<file path="src/hdl/flash_ctrl_pkg.sv">
package flash_ctrl_pkg;

  // register window offset, low address bits only
  localparam int ADDR_LOW_W = 12;
  localparam logic [ADDR_LOW_W-1:0] CTRL_OFS = 12'h100;

  // field positions in the control word
  localparam int SUSP_EN_BIT = 18;
  localparam int SLEEP_BIT = 17;
  localparam int DMA_BIT = 16;
  localparam int FAULT_EN_BIT = 15;
  localparam int FAULT_BIT = 14;
  localparam int IRQ_CLR_BIT = 13;
  localparam int WAIT_LSB = 10;
  localparam int WAIT_W = 3;
  localparam int SLEEP_REQ_BIT = 2;

  // values after reset
  localparam logic [WAIT_W-1:0] WAIT_RST = 3'h3;
  localparam logic SLEEP_RST = 1'b1;

  typedef struct packed {
    logic suspendAllow;
    logic dmaPace;
    logic faultReplyAllow;
    logic [WAIT_W-1:0] waitCount;
  } ctrl_s;

  localparam ctrl_s CTRL_RST = '{suspendAllow: 1'b0, dmaPace: 1'b0,
                                 faultReplyAllow: 1'b0, waitCount: WAIT_RST};

  typedef enum logic [1:0] {BUS_IDLE, BUS_RDWAIT, BUS_ERR1, BUS_ERR2} bus_state_e;

endpackage

</file>
<file path="src/hdl/wait_counter.sv">
`timescale 1ns/1ns
module wait_counter #(
  parameter int W = 3
) (
  input wire logic ref_clk,
  input wire logic resetn,
  input wire logic load,
  input wire logic [W-1:0] loadVal,
  output logic zero
);
  logic [W-1:0] cnt_q;
  logic [W-1:0] cnt_d;

  always_comb begin
    cnt_d = cnt_q;
    if (load) begin
      cnt_d = loadVal;
    end else if (cnt_q != '0) begin
      cnt_d = cnt_q - W'(1);
    end
  end

  always_ff @(posedge ref_clk) begin
    if (!resetn) begin
      cnt_q <= '0;
    end else begin
      cnt_q <= cnt_d;
    end
  end

  assign zero = (cnt_q == '0);
endmodule

</file>
<file path="src/hdl/flash_ctrl_bus.sv">
// How it works
// - erase suspend permitted only while suspend-allow bit is 1; resets to 0.
// - sleep status reads 1 after reset; next read clears it and wakes.
// - dma pacing bit 1 gives write handshake and suppresses interrupt.
// - fault-reply-allow enables error response; never alters the fault flag.
// - fault-reply-allow can only be set by software; reset clears it.
// - fault flag is 1 when the latest unit access caused a bus error.
// - fault flag is cleared by the next unit access that does not itself fault.
// - writing 1 to interrupt-clear drops pending interrupt; 0 does nothing.
// - 3-bit wait count, 0 to 7, resets to 3, paces array reads.
// - writing 1 to sleep-request puts flash asleep; a read wakes it.
`timescale 1ns/1ns
module flash_ctrl_bus #(
  parameter int AW = 18
) (
  input wire logic ref_clk,
  input wire logic resetn,
  input wire logic hselReg,
  input wire logic hselArray,
  input wire logic [31:0] haddr,
  input wire logic [1:0] htrans,
  input wire logic hwrite,
  input wire logic [2:0] hsize,
  input wire logic [31:0] hwdata,
  input wire logic hready,
  output logic [31:0] hrdata,
  output logic hreadyout,
  output logic hresp,
  output logic [AW-1:0] flashAddr,
  output logic flashRd,
  input wire logic [31:0] flashRdata,
  input wire logic accessDenied,
  input wire logic opDone,
  input wire logic wrSlotFree,
  output logic dmaReq,
  output logic irq,
  output logic flashSleep,
  output logic eraseSuspendAllow
);
  import flash_ctrl_pkg::*;

  flash_ctrl_pkg::ctrl_s ctrl_q, ctrl_d;
  bus_state_e state_q, state_d;
  logic [31:0] hrdata_q, hrdata_d;
  logic sleep_q, sleep_d;
  logic busFault_q, busFault_d;
  logic pending_q, pending_d;
  logic wrPend_q, wrPend_d;
  logic accept, regHit, arrayRd, faultAcc, cntZero;
  logic [31:0] ctrlWord;

  // transfer taken in its address phase
  assign accept = (hselReg | hselArray) & htrans[1] & hready;
  assign regHit = hselReg & (haddr[ADDR_LOW_W-1:0] == CTRL_OFS);
  // array writes are not served here and count as faults, as do denied reads
  assign faultAcc = accept & hselArray & (accessDenied | hwrite);
  assign arrayRd = accept & hselArray & !hwrite & !accessDenied;

  always_comb begin
    ctrlWord = 32'h0000_0000;
    ctrlWord[SUSP_EN_BIT] = ctrl_q.suspendAllow;
    ctrlWord[SLEEP_BIT] = sleep_q;
    ctrlWord[DMA_BIT] = ctrl_q.dmaPace;
    ctrlWord[FAULT_EN_BIT] = ctrl_q.faultReplyAllow;
    ctrlWord[FAULT_BIT] = busFault_q;
    ctrlWord[WAIT_LSB +: WAIT_W] = ctrl_q.waitCount;
  end

  wait_counter #(.W(WAIT_W)) u_wait (
    .ref_clk(ref_clk),
    .resetn(resetn),
    .load(arrayRd),
    .loadVal(ctrl_q.waitCount),
    .zero(cntZero)
  );

  // control register and flags
  always_comb begin
    ctrl_d = ctrl_q;
    sleep_d = sleep_q;
    busFault_d = busFault_q;
    pending_d = pending_q;
    wrPend_d = accept & regHit & hwrite;
    if (wrPend_q) begin
      ctrl_d.suspendAllow = hwdata[SUSP_EN_BIT];
      ctrl_d.dmaPace = hwdata[DMA_BIT];
      ctrl_d.faultReplyAllow = ctrl_q.faultReplyAllow | hwdata[FAULT_EN_BIT];
      ctrl_d.waitCount = hwdata[WAIT_LSB +: WAIT_W];
      if (hwdata[SLEEP_REQ_BIT]) begin
        sleep_d = 1'b1;
      end
      if (hwdata[IRQ_CLR_BIT]) begin
        pending_d = 1'b0;
      end
    end
    if (accept & !hwrite) begin
      sleep_d = 1'b0;
    end
    if (opDone) begin
      pending_d = 1'b1;
    end
    if (accept) begin
      busFault_d = faultAcc;
    end
  end

  always_ff @(posedge ref_clk) begin
    if (!resetn) begin
      ctrl_q <= CTRL_RST;
      sleep_q <= SLEEP_RST;
      busFault_q <= 1'b0;
      pending_q <= 1'b0;
      wrPend_q <= 1'b0;
    end else begin
      ctrl_q <= ctrl_d;
      sleep_q <= sleep_d;
      busFault_q <= busFault_d;
      pending_q <= pending_d;
      wrPend_q <= wrPend_d;
    end
  end

  // bus data phase sequencing
  always_comb begin
    state_d = state_q;
    hrdata_d = hrdata_q;
    unique case (state_q)
      BUS_IDLE, BUS_ERR2: begin
        state_d = BUS_IDLE;
        if (faultAcc & ctrl_q.faultReplyAllow) begin
          state_d = BUS_ERR1;
        end else if (arrayRd) begin
          state_d = BUS_RDWAIT;
        end else if (accept & !hwrite) begin
          hrdata_d = regHit ? ctrlWord : 32'h0000_0000;
        end
      end
      BUS_RDWAIT: begin
        if (cntZero) begin
          hrdata_d = flashRdata;
          state_d = BUS_IDLE;
        end
      end
      BUS_ERR1: state_d = BUS_ERR2;
    endcase
  end

  always_ff @(posedge ref_clk) begin
    if (!resetn) begin
      state_q <= BUS_IDLE;
      hrdata_q <= 32'h0000_0000;
    end else begin
      state_q <= state_d;
      hrdata_q <= hrdata_d;
    end
  end

  assign hrdata = hrdata_q;
  assign hreadyout = (state_q == BUS_IDLE) | (state_q == BUS_ERR2);
  assign hresp = (state_q == BUS_ERR1) | (state_q == BUS_ERR2);
  assign flashAddr = haddr[AW-1:0];
  assign flashRd = arrayRd;
  assign irq = pending_q & !ctrl_q.dmaPace;
  assign dmaReq = ctrl_q.dmaPace & wrSlotFree;
  assign flashSleep = sleep_q;
  assign eraseSuspendAllow = ctrl_q.suspendAllow;

  // checks
  property p_suspend_write;
    @(posedge ref_clk) disable iff (!resetn)
    wrPend_q |=> eraseSuspendAllow == $past(hwdata[SUSP_EN_BIT]);
  endproperty
  a_suspend_write: assert property (p_suspend_write) else $error("suspend-allow not written");

  property p_sleep_wake;
    @(posedge ref_clk) disable iff (!resetn)
    (accept & !hwrite) |=> !flashSleep;
  endproperty
  a_sleep_wake: assert property (p_sleep_wake) else $error("read did not wake flash");

  property p_sleep_req;
    @(posedge ref_clk) disable iff (!resetn)
    (wrPend_q & hwdata[SLEEP_REQ_BIT] & !(accept & !hwrite)) |=> flashSleep;
  endproperty
  a_sleep_req: assert property (p_sleep_req) else $error("sleep request ignored");

  property p_dma_no_irq;
    @(posedge ref_clk) disable iff (!resetn)
    (opDone & !ctrl_q.dmaPace & !wrPend_q) |=> irq;
  endproperty
  a_dma_no_irq: assert property (p_dma_no_irq) else $error("interrupt not raised");

  property p_dma_mask;
    @(posedge ref_clk) disable iff (!resetn)
    (opDone & ctrl_q.dmaPace & !wrPend_q) |=> !irq;
  endproperty
  a_dma_mask: assert property (p_dma_mask) else $error("interrupt raised under dma pacing");

  property p_err_reply;
    @(posedge ref_clk) disable iff (!resetn)
    (faultAcc & ctrl_q.faultReplyAllow & hreadyout) |=> (hresp & !hreadyout) ##1 (hresp & hreadyout);
  endproperty
  a_err_reply: assert property (p_err_reply) else $error("error response malformed");

  property p_no_reply;
    @(posedge ref_clk) disable iff (!resetn)
    (faultAcc & !ctrl_q.faultReplyAllow & hreadyout) |=> !hresp && busFault_q;
  endproperty
  a_no_reply: assert property (p_no_reply) else $error("reply while disabled");

  property p_fault_sticky;
    @(posedge ref_clk) disable iff (!resetn)
    ctrl_q.faultReplyAllow |=> ctrl_q.faultReplyAllow;
  endproperty
  a_fault_sticky: assert property (p_fault_sticky) else $error("reply enable cleared");

  property p_fault_clear;
    @(posedge ref_clk) disable iff (!resetn)
    (accept & !faultAcc) |=> !busFault_q;
  endproperty
  a_fault_clear: assert property (p_fault_clear) else $error("fault flag not cleared");

  property p_irq_clear;
    @(posedge ref_clk) disable iff (!resetn)
    (wrPend_q & hwdata[IRQ_CLR_BIT] & !opDone) |=> !pending_q;
  endproperty
  a_irq_clear: assert property (p_irq_clear) else $error("interrupt not cleared");

  property p_wait0;
    @(posedge ref_clk) disable iff (!resetn)
    (arrayRd & ctrl_q.waitCount == 3'h0) |=> !hreadyout ##1 hreadyout;
  endproperty
  a_wait0: assert property (p_wait0) else $error("zero-wait read timing");

  property p_wait7;
    @(posedge ref_clk) disable iff (!resetn)
    (arrayRd & ctrl_q.waitCount == 3'h7) |=> !hreadyout [*8] ##1 hreadyout;
  endproperty
  a_wait7: assert property (p_wait7) else $error("seven-wait read timing");

  c_slow_read: cover property (@(posedge ref_clk) disable iff (!resetn)
    arrayRd ##1 !hreadyout [*4] ##1 hreadyout);
  c_err: cover property (@(posedge ref_clk) disable iff (!resetn) state_q == BUS_ERR2);
  c_wake: cover property (@(posedge ref_clk) disable iff (!resetn) flashSleep ##1 !flashSleep);
endmodule

</file>
<file path="config.mk">
export PLATFORM = sky130hd
export DESIGN_NAME = flash_ctrl_bus
export DESIGN_NICKNAME = d
export VERILOG_FILES = /design/src/hdl/flash_ctrl_pkg.sv /design/src/hdl/wait_counter.sv /design/src/hdl/flash_ctrl_bus.sv
export SDC_FILE = /design/constraint.sdc
export NUM_CORES = 1
export LEC_CHECK = 0
export BUFFER_PORTS_ARGS = -buffer_cell sky130_fd_sc_hd__buf_2
export CELL_PAD_IN_SITES_DETAIL_PLACEMENT = 0
export CELL_PAD_IN_SITES_GLOBAL_PLACEMENT = 1
export CORE_UTILIZATION = 27
export DETAILED_ROUTE_END_ITERATION = 8
export HOLD_SLACK_MARGIN = 0.05
export PLACE_DENSITY = 0.92
export SLEW_MARGIN = 20
export SYNTH_ARGS = -nofsm -noshare
export SYNTH_HDL_FRONTEND = slang
export SYNTH_HIERARCHICAL = 1
export SYNTH_SLANG_ARGS = --single-unit
</file>
<file path="constraint.sdc">
create_clock -name ref_clk -period 2.6 [get_ports ref_clk]
set_clock_uncertainty 0.1 [all_clocks]
set_input_delay 0.26 -clock ref_clk [delete_from_list [all_inputs] [get_ports ref_clk]]
set_output_delay 0.26 -clock ref_clk [all_outputs]
set_load 0.01 [all_outputs]
</file>
==> impl_metrics.csv, run 1 <==
group,metric,value,unit
status,status,"completed",
cells_and_area,stdcell_area,2740,um^2
worst_setup_path,cp-start-kind,"flip-flop",
worst_setup_path,worstPathRequired,2.69,ns
route,first_pass_iters,4,
clocking,insertion_delay,0.29,ns
floorplanning,die_y,90.7,um
worst_setup_path,crit_arrival,2.34,ns
cells_and_area,area_growth,28.9,%
route,drt-initial-drc-count,97,
floorplanning,initial_core_util,0.285,
route,wirelength,5310,um
synthesis,synth.area.top_cells,"dfxtp_1, a22o_1, buf_4",
synthesis,synth_edf_count,0,
synthesis,synth_xor_area_frac,0,
synthesis,ys.flop_type,"dfxtp_1",
place,placed_area,2630,um^2
timing,setup_viol,0,
synthesis,ys_seq_area_frac,0.443,
pwr,peakVddDrop,179,uV
clocking,cts.clk_slew.worst_paths,0.09,ns
pwr,clkPwrFrac,0.303,
synthesis,synth_top_area_cell,"dfxtp_1",
pwr,powerDensity,560,nW/um^2
synthesis,ys_top_cells_by_count,"dfxtp_1, a22o_1, buf_4, nor2_1, inv_1",
synthesis,yosysUniqueCellTypes,40,
synthesis,syn-cell-area,2120,um^2
synthesis,synth_fp_nets,334,
timing,worst_pin_slew,0.588,ns
grt,grt_use_total,0.132,
synthesis,synth_adder_area_share,0.0294,
synthesis,yosys_warnings,6,
cells_and_area,drive_gt1_frac,0.438,
timing,fin_crit_sh,0.865,
worst_setup_path,setup.worst_path.end_class,"flip-flop",
synthesis,synth.avg_cell_area,9.70,um^2
floorplanning,coreArea,7450,um^2
clocking,clock-root-buffer,"clkbuf_8",
floorplanning,num_io_pins,167,
run,maxCapViolations,0,
synthesis,yosysMostFrequentCell,"dfxtp_1",
pwr,p_sw,0.433,mW
timing,max-slew-margin-rel,0.606,
synthesis,synth_compound_area_frac,0.228,
synthesis,yosysTopAreaCellShare,0.443,
place,gp_congestion,0.806,
pwr,comb_power_share,0.190,
clocking,htreeDepth,2,
pwr,internal_power,1.10,mW
route,viasPerCell,4.58,
grt,gr-total-overflow,0,
worst_setup_path,crit_chain,"inv_1 > ha_1 > and4_4 > and2_4 > o31a_2 > a22o_1",
timing,tns,0,ns
worst_setup_path,path_buf_inv,1,
clocking,clock_sinks,47,
route,drc,0,
place,placement.io_buffers,112,
worst_setup_path,cp_max_fo,24,
synthesis,synth_top_family_by_area,"compound AO/OA/AOI/OAI gates",
floorplanning,rows,31,
route,vias,1906,
synthesis,synth-simple-area-share,0.167,
synthesis,synthMuxAreaShare,0.0141,
pwr,seqPwrFrac,0.507,
timing,min_period,2.25,ns
synthesis,synthCells,219,
place,hpwl,4040,um
clocking,cts_tree,"done",
synthesis,async_reset_ff_frac,0,
worst_setup_path,cp_slowest_cell,"o31a_2",
clocking,cts_buffer_depth,2,
clocking,post_cts_buffers,0,
pwr,p_leak,1.30,nW
grt,grt_antenna_before_repair,0,
route,wl_per_cell,12.8,um
timing,maxSlewViolCount,0,
cells_and_area,antenna_cells,0,
timing,max_freq,445,MHz
hold_path,hold_class,"in -> reg",
timing,rsz0062_at_grt,"false",
cells_and_area,nets,431,
worst_setup_path,critPathKind,"reg -> reg",
floorplanning,dieArea,8230,um^2
route,ant_nets,0,
cells_and_area,n_fill_cell,781,
synthesis,synth.ff_latch_count,47,
grt,grt_max_degree,25,
worst_setup_path,critical_path.top_delay_family,"compound AO/OA/AOI/OAI gates",
pwr,p_sw_frac,0.282,
timing,hold_violations,0,
worst_setup_path,cp_slowest_stage_delay,0.52,ns
clocking,cts-buffers-inserted,5,
grt,grt_pass1_vias,1799,
grt,grt_pass1_wl,8690,um
floorplanning,die_w,90.7,um
## worst register-to-register path: cells and delay by family (launching register included)
kind / cells / cell delay [ns]
AND/OR/NAND/NOR: 2 / 0.42
AO/OA/AOI/OAI: 2 / 0.78
flip-flops: 1 / 0.39
buffers and inverters: 1 / 0.06
adder cells (fa/ha/maj): 1 / 0.40
## cell families (layout without fill, tap and decap cells)
| kind of cell | after synthesis | in the layout |
|---|---|---|
| compound gates | 61 | 61 |
| fa+ha+maj | 5 | 5 |
| buf+inv | 41 | 139 |
| flops | 47 | 47 |
| mux | 3 | 3 |
| simple gates | 62 | 62 |
## path summary, 6_finish.rpt
kind | from | endpoint | slack, ns | cells past startpoint
worst max-delay path | state_q[0] | hrdata[5] | 0.35 | 6
worst min-delay path | opDone | pending_q | 0.07 | 3
worst max register to register | state_q[0] | hrdata[5] | 0.35 | 6
worst min register to register | hrdata[22] | hrdata[22] | 0.38 | 1
## per-stage QoR
stage                     setup WS, ns  std cells   util  power, mW  hold WS [ns]
after floorplan                  0.530        219      -       1.00         0.277
after global placement           0.199        407  0.353       1.07         0.352
after detailed placement         0.120        407  0.353       1.09         0.352
after CTS                       0.0954        415  0.366       1.55        0.0592
after global routing             0.226        416  0.368       1.63        0.0506
final                            0.351        416  0.368       1.54        0.0658
## registers in the layout (all words and copies together), names as in the netlist
name	flops
flashSleep	1
busFault_q	1
wrPend_q	1
state_q	2
u_wait/cnt_q	3
hrdata	32
eraseSuspendAllow	1
pending_q	1
ctrlWord	5
## per-layer routing
layer	vias to the layer above	global-route usage	part of all wire
met5	-	0	0
met4	0	0.0336	0.0064
met3	4	0.0379	0.063
met2	70	0.219	0.49
met1	869	0.168	0.44
li1	963	-	-
## repair_timing
action | CTS | global route
setup endpoints to repair | 0 | 24
hold buffers | 0 | 1
gates resized for setup | 0 | 1
hold endpoints to repair | 0 | 1
## cell usage in the layout, fill, tap and decap left out, types with 2 or more instances in the layout
| master | n |
|---|---|
| clkbuf_8 | 5 |
| nor4b_1 | 3 |
| a22o_1 | 24 |
| nand4_1 | 2 |
| inv_1 | 16 |
| nor3_1 | 3 |
| buf_2 | 112 |
| dfxtp_1 | 47 |
| ha_1 | 5 |
| a2111oi_1 | 2 |
| nand2b_1 | 3 |
| o221a_2 | 8 |
| a21oi_1 | 6 |
| o21ai_0 | 12 |
| nand2_1 | 7 |
| nor2_1 | 18 |
| nor2b_2 | 2 |
| buf_4 | 2 |
| nor2b_1 | 4 |
| o211ai_1 | 2 |
| mux2i_1 | 3 |
| nand3_1 | 9 |
| nor3b_1 | 2 |
## final cells by class
class,instances,area (um^2),area share
clock inverter,3,27.5,0.0101
timing repair buffer,115,586,0.214
inverter,16,60.1,0.0219
multi-input combinational,131,932,0.340
clock buffer,5,68.8,0.0251
sequential,47,941,0.344
tap,99,124,0.0452
## power groups by stage
stage	combinational [mW]	sequential [mW]	clock [mW]
3_3_place_gp	0.280	0.793	0
5_1_grt	0.329	0.784	0.521
2_1_floorplan	0.207	0.795	0
3_5_place_dp	0.292	0.794	0
4_1_cts	0.293	0.778	0.480
6_report	0.292	0.778	0.465
Power figures use the tool's default switching activity.
==> run 2, diff against run 1 <==
--- a/config.mk
+++ b/config.mk
@@ -8,12 +8,10 @@
 export BUFFER_PORTS_ARGS = -buffer_cell sky130_fd_sc_hd__buf_2
 export CELL_PAD_IN_SITES_DETAIL_PLACEMENT = 0
 export CELL_PAD_IN_SITES_GLOBAL_PLACEMENT = 1
-export CORE_UTILIZATION = 27
+export CORE_UTILIZATION = 29
 export DETAILED_ROUTE_END_ITERATION = 8
 export HOLD_SLACK_MARGIN = 0.05
-export PLACE_DENSITY = 0.92
-export SLEW_MARGIN = 20
+export PLACE_DENSITY = 0.93
 export SYNTH_ARGS = -nofsm -noshare
 export SYNTH_HDL_FRONTEND = slang
-export SYNTH_HIERARCHICAL = 1
 export SYNTH_SLANG_ARGS = --single-unit
==> run 2 against run 1 <==
  * Routed wire length up 30%
  * Total power up 18%
  * Non-clock buffer count up 2
  * Flip-flop and latch count unchanged
  * Utilization up 0.67 points
  * Clock power up 5.6%
  * Register-to-register slack better by 0.07 ns
  * Critical endpoint is now hrdata[19]
  * Largest cell class is now multi-input combinational cells
==> impl_metrics.csv, run 2 <==
group,metric,value,unit
clocking,clock_sinks,47,
cells_and_area,drive_gt1_frac,0.348,
synthesis,synth_edf_count,0,
pwr,peakVddDrop,300,uV
worst_setup_path,endpoint,"hrdata[19]",
route,wl_per_cell,14.2,um
synthesis,yosysMostFrequentCell,"dfxtp_1",
worst_setup_path,path_buf_inv,1,
timing,hold_violations,0,
worst_setup_path,worstSetupPathDepth,6,
timing,worst_pin_slew,0.622,ns
synthesis,synth.area.top_cells,"dfxtp_1, a221o_1, nand2_1",
synthesis,syn-cell-area,2520,um^2
floorplanning,die_w,95.2,um
place,gp_congestion,0.757,
synthesis,ys_seq_area_frac,0.374,
clocking,htreeDepth,2,
synthesis,yosys_warnings,0,
worst_setup_path,critical_path.top_delay_family,"compound AO/OA/AOI/OAI gates",
floorplanning,coreArea,8300,um^2
clocking,cts-buffers-inserted,5,
hold_path,worstHoldStart,"hwdata[10]",
timing,tns,0,ns
pwr,internal_power,1.16,mW
synthesis,synth.ff_latch_count,47,
timing,fin_crit_sh,0.839,
worst_setup_path,reg2reg_to,"hrdata[19]",
timing,max_freq,458,MHz
grt,gr-total-overflow,0,
place,hpwl,4910,um
floorplanning,die_y,95.2,um
route,drc,0,
floorplanning,initial_core_util,0.303,
cells_and_area,mostFrequentLayoutCell,"buf_2",
timing,rsz0062_at_grt,"false",
worst_setup_path,cp-start-kind,"flip-flop",
worst_setup_path,setup.worst_path.end_class,"flip-flop",
cells_and_area,antenna_cells,0,
clocking,cts_buffer_depth,2,
hold_path,hold_class,"in -> reg",
timing,min_period,2.18,ns
worst_setup_path,critPathLaunch,"state_q[0]",
grt,grt_use_total,0.154,
synthesis,yosysUniqueCellTypes,39,
timing,max-slew-margin-rel,0.583,
synthesis,synth_top_area_cell,"dfxtp_1",
worst_setup_path,crit_arrival,2.32,ns
cells_and_area,area_growth,23.5,%
grt,grt_pass1_vias,2312,
grt,grt_max_degree,26,
synthesis,ys_top_cells_by_count,"dfxtp_1, nand2_1, nand3_1",
worst_setup_path,crit_chain,"ha_1 > and2_1 > nand3_2 > a2111oi_4 > buf_4 > a221o_1",
pwr,seqPwrFrac,0.424,
place,place_ws,0.231,ns
synthesis,ys.flop_type,"dfxtp_1",
route,wirelength,6900,um
floorplanning,num_io_pins,167,
synthesis,synth_fp_nets,410,
grt,grt_antenna_before_repair,0,
cells_and_area,nets,496,
pwr,powerDensity,585,nW/um^2
timing,fin_ws,0.419,ns
pwr,p_sw_frac,0.361,
clocking,cts_hold_buffers,0,
worst_setup_path,cp_slowest_stage_delay,0.39,ns
timing,maxSlewViolCount,0,
cells_and_area,largest_reg_flops,32,
route,vias,2447,
worst_setup_path,critPathKind,"reg -> reg",
pwr,comb_power_share,0.306,
pwr,p_leak,1.31,nW
worst_setup_path,reg2reg_depth,6,
route,drt-initial-drc-count,129,
run,maxCapViolations,0,
route,ant_nets,0,
place,placement.io_buffers,112,
floorplanning,rows,33,
worst_setup_path,r2r-start,"state_q[0]",
clocking,cts_tree,"done",
synthesis,yosysTopAreaCellShare,0.374,
worst_setup_path,worstPathRequired,2.74,ns
route,first_pass_iters,4,
synthesis,synthCells,295,
worst_setup_path,reg2reg_slack,0.42,ns
pwr,clkPwrFrac,0.270,
timing,setup_viol,0,
floorplanning,dieArea,9060,um^2
worst_setup_path,cp_slowest_cell,"dfxtp_1",
clocking,cts.clk_slew.worst_paths,0.09,ns
route,viasPerCell,5.02,
status,status,"completed",
cells_and_area,final_cell_mix,"buf_2, dfxtp_1, nand2_1",
synthesis,async_reset_ff_frac,0,
worst_setup_path,cp_max_fo,24,
clocking,insertion_delay,0.29,ns
clocking,clock-root-buffer,"clkbuf_8",
grt,grt_pass1_wl,10900,um
synthesis,synth.avg_cell_area,8.53,um^2
pwr,p_sw,0.657,mW
==> run 2: cell count changes after synthesis, sizes merged, moves of 10 or more <==
cell    delta
nand2     +38
a221o     +24
a22o      -24
a21oi     +21
nand3     +20
nor2      -14
clkbuf    +10
==> run 2: through the flow <==
step	power, mW	instances	cell area (um^2)	utilization	hold slack, ns
4_1_cts	1.84	487	3100	0.374	0.0733
6_report	1.82	487	3110	0.374	0.0890
3_3_place_gp	1.33	479	3000	0.362	0.332
5_1_grt	1.93	487	3110	0.374	0.0782
3_5_place_dp	1.35	479	3000	0.362	0.333
2_1_floorplan	1.17	295	2520	-	0.278
==> run 2: worst min-delay path by stage <==
stage	end	slack (ns)	cells past startpoint
4_1_cts	ctrlWord[10]	0.07	3
6_report	ctrlWord[10]	0.09	3
5_1_grt	ctrlWord[10]	0.08	3
3_5_place_dp	hrdata[15]	0.33	2
3_3_place_gp	hrdata[18]	0.33	2
2_1_floorplan	wrPend_q	0.28	2
==> run 2: layer usage <==
layer | routed length [um] | GRT usage | vias up
met4 | 117 | 0.0581 | 0
li1 | - | - | 1218
met2 | 3410 | 0.261 | 77
met3 | 411 | 0.0335 | 9
met1 | 2960 | 0.188 | 1143
met5 | 0 | 0 | -
==> run 2: cell families after synthesis <==
family | count (synthesis) | synth area share
AOI/OAI and AO/OA | 82 | 0.253
adders and majority gates | 5 | 0.0249
buffers and inverters | 53 | 0.120
DFF | 47 | 0.374
muxes | 6 | 0.0239
and+or+nand+nor | 102 | 0.204
==> run 2: timing repair <==
item	4_1_cts	5_1_grt
endpoints found under the setup margin	0	5
resized for setup	0	1
buffers inserted	0	0
==> run 2: area by class of cell <==
cell class | instances | area [um^2]
clock buffer | 8 | 100
fill | 861 | 5190
inverter | 15 | 56.3
multi-input combinational | 195 | 1280
sequential | 47 | 941
tap | 105 | 131
timing repair buffer | 117 | 598
==> run 2: power groups by stage <==
| stage | logic [mW] | clock network, mW | registers [mW] |
|---|---|---|---|
| after global routing | 0.618 | 0.533 | 0.775 |
| after detailed placement | 0.559 | 0 | 0.787 |
| after global placement | 0.547 | 0 | 0.786 |
| final | 0.556 | 0.491 | 0.771 |
| after CTS | 0.564 | 0.507 | 0.771 |
| after floorplan | 0.387 | 0 | 0.787 |
==> run 2: worst min-delay path, cell delays in order <==
cell     delay (ns)
buf_2          0.08
mux2i_1        0.06
nand2_1        0.06
==> run 3, diff against run 2 <==
--- a/config.mk
+++ b/config.mk
@@ -8,10 +8,10 @@
 export BUFFER_PORTS_ARGS = -buffer_cell sky130_fd_sc_hd__buf_2
 export CELL_PAD_IN_SITES_DETAIL_PLACEMENT = 0
 export CELL_PAD_IN_SITES_GLOBAL_PLACEMENT = 1
-export CORE_UTILIZATION = 29
+export CORE_UTILIZATION = 26
 export DETAILED_ROUTE_END_ITERATION = 8
 export HOLD_SLACK_MARGIN = 0.05
-export PLACE_DENSITY = 0.93
+export PLACE_DENSITY = 0.89
 export SYNTH_ARGS = -nofsm -noshare
 export SYNTH_HDL_FRONTEND = slang
 export SYNTH_SLANG_ARGS = --single-unit
==> constraint.sdc (replaced) <==
create_clock -name ref_clk -period 1.9 [get_ports ref_clk]
set_clock_uncertainty 0.1 [all_clocks]
set_input_delay 0.19 -clock ref_clk [delete_from_list [all_inputs] [get_ports ref_clk]]
set_output_delay 0.19 -clock ref_clk [all_outputs]
set_load 0.01 [all_outputs]
==> run 3 against run 2 <==
  * Cell area up 16%
  * Die area up 11%
  * Critical path depth up 1
  * Global-route usage down 1.0 points
  * Clock power up 34%
  * Worst setup slack worse by 0.42 ns
  * Cell count up 14%
  * Via count up 7.7%
  * Fmax up 15%
  * Non-clock buffer count up 42
  * Critical endpoint is now hrdata[6]
==> impl_metrics.csv, run 3 (synthesis results as in run 2) <==
group,metric,value,unit
status,status,"completed",
clocking,insertion_delay,0.30,ns
grt,gr-total-overflow,0,
floorplanning,rows,35,
clocking,cts.clk_slew.worst_paths,0.09,ns
clocking,cts_tree,"done",
grt,grt_pass1_vias,2513,
worst_setup_path,reg2reg_depth,7,
place,gp_congestion,0.828,
worst_setup_path,setup.worst_path.end_class,"flip-flop",
place,hpwl,5190,um
clocking,clock_sinks,47,
floorplanning,dieArea,10100,um^2
timing,setup_viol,0,
worst_setup_path,cp_max_fo,24,
place,placed_area,3170,um^2
place,placement.io_buffers,112,
hold_path,hold_class,"in -> reg",
cells_and_area,stdcell_area,3610,um^2
clocking,cts_buffer_depth,2,
timing,rsz0062_at_grt,"true",
cells_and_area,mostFrequentLayoutCell,"buf_2",
pwr,powerDensity,721,nW/um^2
cells_and_area,area_growth,43.6,%
worst_setup_path,reg2reg_slack,0.0004,ns
cells_and_area,n_fill_cell,973,
cells_and_area,drive_gt1_frac,0.370,
clocking,htreeDepth,2,
grt,grt_max_degree,26,
route,ant_nets,0,
floorplanning,die_y,100,um
timing,worst_pin_slew,0.453,ns
clocking,cts-buffers-inserted,5,
cells_and_area,postLayoutCoreUtil,0.388,
cells_and_area,nets,538,
grt,grt_antenna_before_repair,0,
timing,hold_violations,0,
route,wl_per_cell,13.6,um
worst_setup_path,critPathKind,"reg -> reg",
worst_setup_path,reg2reg_to,"hrdata[6]",
clocking,clock-root-buffer,"clkbuf_8",
cells_and_area,largest_reg_flops,32,
route,drc,0,
floorplanning,initial_core_util,0.270,
timing,max_freq,526,MHz
pwr,p_leak,1.51,nW
cells_and_area,final_cell_mix,"buf_2, nand2_1, dfxtp_1",
grt,grt_use_total,0.143,
timing,maxSlewViolCount,0,
timing,fin_crit_sh,1.00,
worst_setup_path,cp-start-kind,"flip-flop",
grt,grt_pass1_wl,11600,um
worst_setup_path,worstPathRequired,1.98,ns
timing,min_period,1.90,ns
pwr,peakVddDrop,688,uV
worst_setup_path,r2r-start,"state_q[1]",
worst_setup_path,endpoint,"hrdata[6]",
floorplanning,num_io_pins,167,
route,wirelength,7540,um
floorplanning,die_w,100,um
route,vias,2636,
timing,hold_ws,0.0543,ns
floorplanning,coreArea,9330,um^2
route,viasPerCell,4.77,
timing,max-slew-margin-rel,0.698,
worst_setup_path,critPathLaunch,"state_q[1]",
route,first_pass_iters,6,
route,drt-initial-drc-count,132,
cells_and_area,antenna_cells,0,
worst_setup_path,crit_arrival,1.98,ns
run,maxCapViolations,0,
## run 3: cell count changes in the layout (fill, tap and decap cells not counted), sizes merged
| cell | delta |
|---|---|
| clkbuf | -1 |
| buf | +13 |
| dlygate4sd3 | +28 |
| clkinvlp | +1 |
| clkinv | +1 |
## run 3: stage by stage
| step | power (mW) | setup TNS [ns] | setup slack (ns) | instances |
|---|---|---|---|---|
| after floorplan | 1.61 | 0 | 0.0288 | 295 |
| after global placement | 1.91 | 0 | 0.0275 | 515 |
| after detailed placement | 1.92 | -0.293 | -0.0252 | 515 |
| after CTS | 2.64 | 0 | 0.000308 | 551 |
| after global routing | 2.77 | -1.46 | -0.0785 | 553 |
| final | 2.61 | 0 | 0.000383 | 553 |
## run 3: where the power goes
part | internal, mW | switching [mW] | total (mW) | leakage, nW
clock network | 0.298 | 0.358 | 0.656 | 0.0474
registers | 1.03 | 0.0291 | 1.06 | 0.382
logic | 0.326 | 0.569 | 0.895 | 1.08
total | 1.65 | 0.956 | 2.61 | 1.51
## run 3: metal layers
metal	up-vias	part of all wire	track usage
li1	1302	-	-
met1	1248	0.46	0.175
met2	79	0.49	0.257
met3	7	0.038	0.0139
met4	0	0.012	0.0580
met5	-	0	0
## run 3: how the worst min path moves through the flow
stage | endpoint | cells after the start | startpoint
finish | ctrlWord[16] | 3 | hwdata[16]
CTS | ctrlWord[16] | 3 | hwdata[16]
global placement | flashAddr[13] | 0 | haddr[13]
detailed placement | flashAddr[13] | 0 | haddr[13]
global route | ctrlWord[16] | 3 | hwdata[16]
floorplan | wrPend_q | 2 | hwrite
## run 3: critical path, stage by stage (launching register included)
cell and delay, ns:
dfxtp_2 0.34, buf_6 0.12, ha_4 0.31, inv_4 0.04
a2111oi_4 0.24, nor2_2 0.09, buf_12 0.17, a221o_1 0.36
## run 3: area by class of cell
type | count | area (um^2) | area share
clock inverter | 2 | 16.3 | 0.00450
multi-input combinational | 195 | 1300 | 0.361
inverter | 15 | 58.8 | 0.0163
tap | 129 | 161 | 0.0447
sequential | 47 | 946 | 0.262
timing repair buffer | 159 | 1050 | 0.289
clock buffer | 6 | 82.6 | 0.0228
## run 3: what timing repair did
action	4_1_cts	5_1_grt
pin swaps	0	3
hold buffers	28	0
gates cloned	0	1
setup buffers	0	1
endpoints found under the hold margin	28	0
setup endpoints to repair	32	32
resized for setup	6	5
